**src/core/rpsf_pkg.sv**
```systemverilog
package rpsf_pkg;

  localparam int          NUM_PORTS        = 4;
  localparam logic [7:0]  PORT_SELECT_ADDR = 8'h4c;
  localparam logic [7:0]  STATUS_ONE_ADDR  = 8'h4d;
  localparam logic [7:0]  STATUS_TWO_ADDR  = 8'h4e;
  localparam logic [7:0]  PORT_SELECT_RESET = 8'h00;
  localparam logic [7:0]  UNMAPPED_READ     = 8'h00;

  // port select field layout
  localparam int READ_PORT_LSB   = 4;
  localparam int WRITE_EN_LSB    = 0;

  // first status register bit positions
  localparam int S1_PORT_NUM_LSB = 6;
  localparam int S1_LOCK_CHG     = 4;
  localparam int S1_CTRL_FAULT   = 3;
  localparam int S1_PARITY       = 2;
  localparam int S1_PASS         = 1;
  localparam int S1_LOCKED       = 0;

  // second status register bit positions
  localparam int S2_WIDTH_UNSTEADY = 7;
  localparam int S2_WIDTH_CHANGED  = 6;
  localparam int S2_CODING_FAULT   = 5;
  localparam int S2_BUFFER_FAULT   = 4;
  localparam int S2_CSI_ERROR      = 3;
  localparam int S2_FREQ_SETTLED   = 2;
  localparam int S2_CLOCK_MISSING  = 1;
  localparam int S2_TOTAL_CHANGED  = 0;

  // per-port conditions from the receiver, same clock domain
  typedef struct packed {
    logic        receiver_locked;
    logic        ctrl_chan_sequence_fault;
    logic        ctrl_chan_any_fault;
    logic        ctrl_chan_fault_detail_read;
    logic [15:0] parity_fault_count;
    logic [15:0] parity_fault_threshold;
    logic        parity_fault_count_clear;
    logic        receiver_pass;
    logic        line_width_unsteady;
    logic        line_width_changed;
    logic        link_coding_fault;
    logic        buffer_overflow;
    logic        csi_receive_error;
    logic        frequency_settled;
    logic        input_clock_missing;
    logic        line_total_changed;
  } rpsf_rx_event_type;

  typedef struct packed {
    logic lock_change_flag;
    logic ctrl_chan_sequence_fault;
    logic ctrl_chan_fault_summary;
    logic parity_fault;
    logic line_width_unsteady;
    logic line_width_changed;
    logic link_coding_fault;
    logic buffer_fault;
    logic line_total_changed;
  } rpsf_flags_type;

  localparam rpsf_flags_type FLAGS_RESET = '0;

endpackage : rpsf_pkg

```
**src/core/rpsf_status_flags.sv**
```systemverilog
// What this block does
// - lock change since last read sets bit 4 of status one; read clears it.
// - bit 0 of status one shows live receiver lock, never cleared by read.
// - enhanced mode off: bit 3 flags sequence fault, cleared by status one read.
// - enhanced mode on: bit 3 is fault summary, cleared by detail register read.
// - parity flag clears only when parity counts clear, not by status read.
// - bit 1 of status one shows live receiver pass indication.
// - bit 7 of status two flags unsteady line width until read.
// - bit 6 of status two flags line width change, cleared on read.
// - bit 5 of status two flags link coding fault, cleared on read.
// - bit 4 of status two flags packet buffer overflow, cleared on read.
// - bit 3 of status two shows live CSI-2 receive error summary.
// - bit 2 frequency settled, bit 1 input clock missing, both live.
// - bit 0 of status two flags line count change, cleared on read.
// - each receive port has its own copy, selected via port select.
// - two-bit read port field picks which port copy reads return.
// - per-port write enables are driven out on port_write_enable; any combination allowed.
// - bits 7:6 of status one return the selected read port number.
`timescale 1ns/1ps
`default_nettype none
module rpsf_status_flags
  import rpsf_pkg::*;
(
  input  wire logic                         mclk,
  input  wire logic                         reset,
  input  wire logic [7:0]                   host_addr,
  input  wire logic                         host_wr,
  input  wire logic                         host_rd,
  input  wire logic [7:0]                   host_wdata,
  output logic      [7:0]                   host_rdata,
  input  wire logic                         enhanced_ctrl_fault_enable,
  input  wire rpsf_pkg::rpsf_rx_event_type  rx_event [rpsf_pkg::NUM_PORTS],
  output logic      [rpsf_pkg::NUM_PORTS-1:0] port_write_enable,
  output logic      [1:0]                   read_port
);
  import rpsf_pkg::*;

  rpsf_flags_type flags_reg     [NUM_PORTS];
  rpsf_flags_type flags_next    [NUM_PORTS];
  logic [NUM_PORTS-1:0] lock_prev_reg;
  logic [NUM_PORTS-1:0] lock_prev_next;
  logic [7:0]     port_select_reg;
  logic [7:0]     port_select_next;
  logic [7:0]     rdata_reg;
  logic [7:0]     rdata_next;
  logic           read_one;
  logic           read_two;

  // sticky flag: set has priority over clear
  function automatic logic sticky(input logic cur, input logic set,
                                  input logic clr);
    sticky = set | (cur & ~clr);
  endfunction : sticky

  assign read_port         = port_select_reg[READ_PORT_LSB +: 2];
  assign port_write_enable = port_select_reg[WRITE_EN_LSB +: NUM_PORTS];
  assign read_one          = host_rd && (host_addr == STATUS_ONE_ADDR);
  assign read_two          = host_rd && (host_addr == STATUS_TWO_ADDR);
  assign host_rdata        = rdata_reg;

  always_comb begin
    for (int p = 0; p < NUM_PORTS; p++) begin
      // only the copy returned to the host loses its flags
      logic clr_one;
      logic clr_two;
      logic over;
      clr_one = read_one && (read_port == 2'(p));
      clr_two = read_two && (read_port == 2'(p));
      over    = rx_event[p].parity_fault_count >
                rx_event[p].parity_fault_threshold;
      lock_prev_next[p] = rx_event[p].receiver_locked;
      flags_next[p].lock_change_flag = sticky(flags_reg[p].lock_change_flag,
        rx_event[p].receiver_locked != lock_prev_reg[p], clr_one);
      flags_next[p].ctrl_chan_sequence_fault =
        sticky(flags_reg[p].ctrl_chan_sequence_fault,
               rx_event[p].ctrl_chan_sequence_fault, clr_one);
      flags_next[p].ctrl_chan_fault_summary =
        sticky(flags_reg[p].ctrl_chan_fault_summary,
               rx_event[p].ctrl_chan_any_fault,
               rx_event[p].ctrl_chan_fault_detail_read);
      // level compare keeps the flag low below the threshold
      flags_next[p].parity_fault = sticky(flags_reg[p].parity_fault,
        over, rx_event[p].parity_fault_count_clear);
      flags_next[p].line_width_unsteady =
        sticky(flags_reg[p].line_width_unsteady,
               rx_event[p].line_width_unsteady, clr_two);
      flags_next[p].line_width_changed =
        sticky(flags_reg[p].line_width_changed,
               rx_event[p].line_width_changed, clr_two);
      // a coding fault that drops lock is lost unless counting is set up
      flags_next[p].link_coding_fault =
        sticky(flags_reg[p].link_coding_fault,
               rx_event[p].link_coding_fault, clr_two);
      flags_next[p].buffer_fault = sticky(flags_reg[p].buffer_fault,
        rx_event[p].buffer_overflow, clr_two);
      flags_next[p].line_total_changed =
        sticky(flags_reg[p].line_total_changed,
               rx_event[p].line_total_changed, clr_two);
    end
  end

  always_comb begin
    port_select_next = port_select_reg;
    if (host_wr && host_addr == PORT_SELECT_ADDR) begin
      port_select_next = host_wdata;
    end
  end

  always_comb begin
    rpsf_flags_type    f;
    rpsf_rx_event_type e;
    f          = flags_reg[read_port];
    e          = rx_event[read_port];
    rdata_next = rdata_reg;
    if (host_rd) begin
      unique case (host_addr)
        PORT_SELECT_ADDR: rdata_next = port_select_reg;
        STATUS_ONE_ADDR: begin
          rdata_next = '0;
          rdata_next[S1_PORT_NUM_LSB +: 2] = read_port;
          rdata_next[S1_LOCK_CHG]   = f.lock_change_flag;
          rdata_next[S1_CTRL_FAULT] = enhanced_ctrl_fault_enable ?
            f.ctrl_chan_fault_summary : f.ctrl_chan_sequence_fault;
          rdata_next[S1_PARITY]     = f.parity_fault;
          rdata_next[S1_PASS]       = e.receiver_pass;
          rdata_next[S1_LOCKED]     = e.receiver_locked;
        end
        STATUS_TWO_ADDR: begin
          rdata_next[S2_WIDTH_UNSTEADY] = f.line_width_unsteady;
          rdata_next[S2_WIDTH_CHANGED]  = f.line_width_changed;
          rdata_next[S2_CODING_FAULT]   = f.link_coding_fault;
          rdata_next[S2_BUFFER_FAULT]   = f.buffer_fault;
          rdata_next[S2_CSI_ERROR]      = e.csi_receive_error;
          rdata_next[S2_FREQ_SETTLED]   = e.frequency_settled;
          rdata_next[S2_CLOCK_MISSING]  = e.input_clock_missing;
          rdata_next[S2_TOTAL_CHANGED]  = f.line_total_changed;
        end
        default: rdata_next = UNMAPPED_READ;
      endcase
    end
  end

  always_ff @(posedge mclk) begin
    if (reset) begin
      for (int p = 0; p < NUM_PORTS; p++) begin
        flags_reg[p] <= FLAGS_RESET;
      end
      lock_prev_reg   <= '0;
      port_select_reg <= PORT_SELECT_RESET;
      rdata_reg       <= '0;
    end else begin
      for (int p = 0; p < NUM_PORTS; p++) begin
        flags_reg[p] <= flags_next[p];
      end
      lock_prev_reg   <= lock_prev_next;
      port_select_reg <= port_select_next;
      rdata_reg       <= rdata_next;
    end
  end
endmodule : rpsf_status_flags
`default_nettype wire

```
**config.mk**
```make
export PLATFORM = sky130hd
export DESIGN_NAME = rpsf_status_flags
export DESIGN_NICKNAME = d
export VERILOG_FILES = /design/src/core/rpsf_pkg.sv /design/src/core/rpsf_status_flags.sv
export SDC_FILE = /design/constraint.sdc
export NUM_CORES = 1
export LEC_CHECK = 0
export ABC_AREA = 0
export BUFFER_PORTS_ARGS = -buffer_cell sky130_fd_sc_hd__buf_2
export CORE_UTILIZATION = 25
export DETAILED_ROUTE_END_ITERATION = 10
export GPL_TIMING_DRIVEN = 0
export HOLD_SLACK_MARGIN = 0.02
export PLACE_DENSITY = 0.55
export SLEW_MARGIN = 20
export SYNTH_ARGS = -nofsm -noshare
export SYNTH_HDL_FRONTEND = slang
export SYNTH_SLANG_ARGS = --single-unit
```
**constraint.sdc**
```tcl
create_clock -name mclk -period 2.33 [get_ports mclk]
set_clock_uncertainty 0.1 [all_clocks]
set_input_delay 0.233 -clock mclk [delete_from_list [all_inputs] [get_ports mclk]]
set_output_delay 0.233 -clock mclk [all_outputs]
set_load 0.02 [all_outputs]
```
Word level (Yosys, flattened, before mapping)
Memories as Yosys holds them, arrays and structs flattened. A register that Yosys moved wholly into a read port is not among the register bits. Cells that the tools add are included.

Order comparisons: 5. Equal/unequal tests: 10. Muxes and demuxes: 14. Bitwise operators: 93. Reductions and logical operators: 12.

Operator list (count): 46-bit binary-select mux with 2-bit select (1); 46-bit two-way mux (2); 16-bit greater-than comparator (4); 1-bit OR (40); 1-bit AND (36); 9-bit two-way mux (4); 8-bit by 7-bit == test with 1-bit output (second input constant) (3); 8-bit case mux with 3 select lines (1); 1-bit inverter (16); 1-bit logical AND (11); 2-bit == test (second input constant) (2); 1-bit two-way mux (4); 2-bit two-way mux (2); 1-bit != test (4); 3-bit >= comparator (second input constant) (1); 2-bit inverter with 3-bit output (1); 2-bit by 1-bit == test with 1-bit output (second input constant) (1); 2-bit zero test (1).

Flip-flop bits (word level): 20. Bits in writable memories: 36. Input port bits: 205. Output and inout port bits: 14. Logic and storage cells: 138. Memories: 1.

Memory list: flags_reg (depth 4, bits a word 9, rd ports 5, clocked after memory_dff 1, wr ports 4, RTL line rpsf_status_flags.sv:38) `rpsf_flags_type flags_reg [NUM_PORTS];`.

Logic depth before layout (Yosys ltp)
Depth after elaboration: 7. Depth in mapped cells: 7. Gate-level depth less buffers: 7.

Worst setup path before layout
OpenSTA, ideal clock, no wires.

Kind: input-to-reg. Start: input rx_event[163] (netlist name). End: memory flags_reg[0][5] (netlist name). Setup time: 120 ps. Arrival: 1513 ps. Slack: 597 ps. Cell stages on the path: 7. Buffers on the path: 0. Cell sequence: inv_1 > ha_1 > nand4_1 > or2_2 > nor4_1 > a41o_1 > a21oi_1.

RTL lines: from (decl) (RTL line rpsf_status_flags.sv:32) `input wire rpsf_pkg::rpsf_rx_event_type rx_event [rpsf_pkg::NUM_PORTS],`; to (decl) (RTL line rpsf_status_flags.sv:38).

Worst setup path after layout
Start: register port_select_reg[4]. End: register rdata_reg[3] (netlist: host_rdata[3]).

Word-level cells in the longest chain between the ends: 5.

RTL lines: from (decl) (RTL line rpsf_status_flags.sv:42) `logic [7:0] port_select_reg;`; from (signal assigned) (RTL line rpsf_status_flags.sv:156) `port_select_reg <= port_select_next;`; 2-bit inverter with 3-bit output (not written as such) (RTL line rpsf_status_flags.sv:113) `e = rx_event[read_port];`; 46-bit binary-select mux with 2-bit select (RTL line rpsf_status_flags.sv:113); 46-bit two-way mux (not written as such) (2 in series) (RTL line rpsf_status_flags.sv:113); 8-bit case mux with 3 select lines (RTL line rpsf_status_flags.sv:116) `unique case (host_addr)`; to (signal assigned) (RTL line rpsf_status_flags.sv:157) `rdata_reg <= rdata_next;`; to (decl) (RTL line rpsf_status_flags.sv:44) `logic [7:0] rdata_reg;`.

Every way passes these cells. The select of a mux whose other input is x is not followed. A chain may end at the register's enable or synchronous reset.

==> out/metrics.csv <==
metric,value,unit
outcome,finished clean,
TritonRoute pass-1 iters,4,
post-synth top area share,0.276,
cell row count,47,
Comb pwr share,0.203,
CTS buffer count,9,
Buf/Inv on CP,1,
via count of the first global-routing pass,4418,
IO Port Bufs,217,
setup TNS,0,ns
CTS Hold Buffers Added,16,
core outline area,16500,um^2
Net Sw Power,783,uW
CP Depth,5,
Critical Path RT,2.40,ns
Post-Synthesis Cell Area,4210,um^2
Net Sw Frac,0.271,
WL final,12.9,mm
CTS tree,done,
Synth Warn #,0,
Leak,3.06,nW
cell area after placement,5570,um^2
CP most frequent cell,a211oi_1,
Synth Flop Type,dfxtp_1,
Ports,219,
CP endpoint kind,register,
final antenna-violating net count,0,
total grt overflow,0,
DR top layer,met4,
Post-synth EDFFs,0,
routed vias/inst,4.45,
asr flop ratio synth,0,
HPWL Detailed,10.6,mm
Synth cell types,47,
Max IR drop VDD,0.384,mV
clk sinks,58,
met2 WL,6.06,mm
"flops & latches, synth",58,
area grow syn2layout,43.1,%
Metal-1 WL,5.86,mm
hold depth,3,
CP startpoint kind,register,
Mapped Cells,499,
share of layout cells above drive strength 1,0.356,
met3 WL,618,um
Die X,132,um
pin count of the biggest net entering global routing,12,
Starting Density,0.254,
Slew Limit Fails,0,
fin nets,1012,
"Slowest-stage cell, CP",mux4_2,
first-pass GRT wire length,20.7,mm
post-layout util,0.364,
worst min path class,in2reg,
Tmin final,1.91,ns
WP data arrival,1.98,ns
period utilization,0.818,
Worst-Margin Slew,0.704,ns
CTS max path bufs,2,
endpoints failing setup,0,
H-tree Lvls,3,
P per Cell Area,480,nW/um^2
post_cts resized,0,
Synth area leader,dfxtp_1,
syn_area_per_cell,8.43,um^2
DIE AREA,17300,um^2
Max Cap Viol,0,
sequential cell area fraction in the yosys report,0.276,
FF-to-FF path depth,5,
vias,4325,
sequential power share,0.372,
max reg flops,36,
root buf cell,clkbuf_16,
crit path kind,reg2reg,
Die Ht,132,um
All-Layer GR Usage,0.150,
Post CTS Setup Buffer Count,0,
final hold vios,0,
fin area,6020,um^2
Worst slew margin,0.530,
clock-pin transition on the worst setup and hold timing paths,0.06,ns
Max Fclk,524,MHz
RSZ-0062 raised after global routing,false,
WHS,0.0283,ns
Post-route DRC,0,
syn nets,768,
Worst Path Max Fanout,10,
crit-path max cell delay,0.53,ns
Worst path top cell family by delay,compound AO/OA/AOI/OAI gates,
Cell Int Power,2.11,mW
GPL Wtd Cong,0.770,
Total Power,2.89,mW
routed len/inst,13.3,um
initial antenna violation count,4,
initial DRC count,141,
crit-path cells,buf_6 -> mux4_2 -> a32o_1 -> a211oi_1 -> a211oi_1,
"top cells by area, synth","dfxtp_1, ha_1, a21oi_1",
clock network power share,0.425,
clk_lat worst skew,0.33,ns
cell usage after synthesis, types with 2 or more instances:
| master | count |
|---|---|
| nor2_1 | 44 |
| inv_1 | 80 |
| mux2_2 | 4 |
| a21boi_0 | 2 |
| buf_6 | 2 |
| dfxtp_1 | 58 |
| nand3_1 | 5 |
| clkbuf_1 | 8 |
| or2_2 | 3 |
| nor4_2 | 2 |
| a41o_1 | 2 |
| a211oi_1 | 7 |
| nor2b_1 | 11 |
| mux2i_1 | 10 |
| a21o_1 | 2 |
| nand4_1 | 8 |
| o221a_2 | 2 |
| mux4_1 | 5 |
| a21oi_1 | 76 |
| o31ai_1 | 4 |
| o21ai_0 | 12 |
| ha_1 | 64 |
| or2_1 | 2 |
| nor3_1 | 7 |
| nor4b_1 | 2 |
| buf_2 | 2 |
| or3_4 | 2 |
| a221oi_1 | 6 |
| buf_4 | 8 |
| mux4_2 | 7 |
| xnor2_1 | 4 |
| nand2_1 | 31 |
| o221ai_1 | 3 |
power groups by stage:
stage | Sequential (mW) | Clock, mW | Combinational, mW
after floorplan | 1.08 | 0 | 0.312
after global placement | 1.09 | 0 | 0.567
after detailed placement | 1.10 | 0 | 0.571
after CTS | 1.07 | 1.26 | 0.596
after global routing | 1.08 | 1.30 | 0.672
final | 1.07 | 1.23 | 0.588
worst register-to-register path, delay by kind of cell, from the launching register on:
family	cells	cell delay, ns
AO/OA/AOI/OAI	3	0.58
flip-flops	1	0.34
buffers and inverters	1	0.18
multiplexers	1	0.54
layout by cell type, fill, tap and decap left out, types with 9 or more instances in the layout:
cell / count
a21oi_1: 76
buf_2: 219
clkbuf_16: 9
dfxtp_1: 58
dlygate4sd3_1: 16
ha_1: 64
inv_1: 80
mux2i_1: 10
nand2_1: 31
nor2_1: 44
nor2b_1: 11
o21ai_0: 12
kinds of logic (layout without fill, tap and decap cells):
logic type	Yosys count	after routing	share of synthesized area
muxes	26	26	0.103
other	0	4	0
DFF	58	58	0.276
AOI/OAI and AO/OA	121	121	0.170
and+or+nand+nor	126	126	0.151
buffers and inverters	100	349	0.101
xor gates and xnor gates	4	4	0.00833
adders and majority gates	64	64	0.190
worst paths after layout:
check / endpoint / slack [ns] / from
setup reg to reg: host_rdata[3] / 0.42 / port_select_reg[4]
hold reg to reg: host_rdata[7] / 0.36 / host_rdata[7]
setup / recovery: host_rdata[3] / 0.42 / port_select_reg[4]
hold / removal: flags_reg[3][4] / 0.03 / rx_event[7]
through the flow:
step                      setup WS (ns)  std cells
final                             0.423        972
after global routing              0.371        972
after global placement            0.362        936
after detailed placement          0.351        936
after floorplan                   0.597        499
after CTS                         0.418        968
layer usage:
| layer | vias up | track usage |
|---|---|---|
| met4 | 0 | 0.0665 |
| met2 | 131 | 0.257 |
| li1 | 2245 | - |
| met5 | - | 0 |
| met3 | 19 | 0.0235 |
| met1 | 1930 | 0.184 |
cell type report:
cell class / count / area (um^2)
flip-flops and latches: 58 / 1160
clock buffers: 10 / 239
multi-input cells: 341 / 2620
well taps: 220 / 275
plain buffers: 20 / 123
fillers: 1763 / 10500
clock inverters: 6 / 41.3
repair buffers: 233 / 1250
diodes: 4 / 10.0
inverters: 80 / 300
No activity file was read; power rests on OpenSTA's default activity.
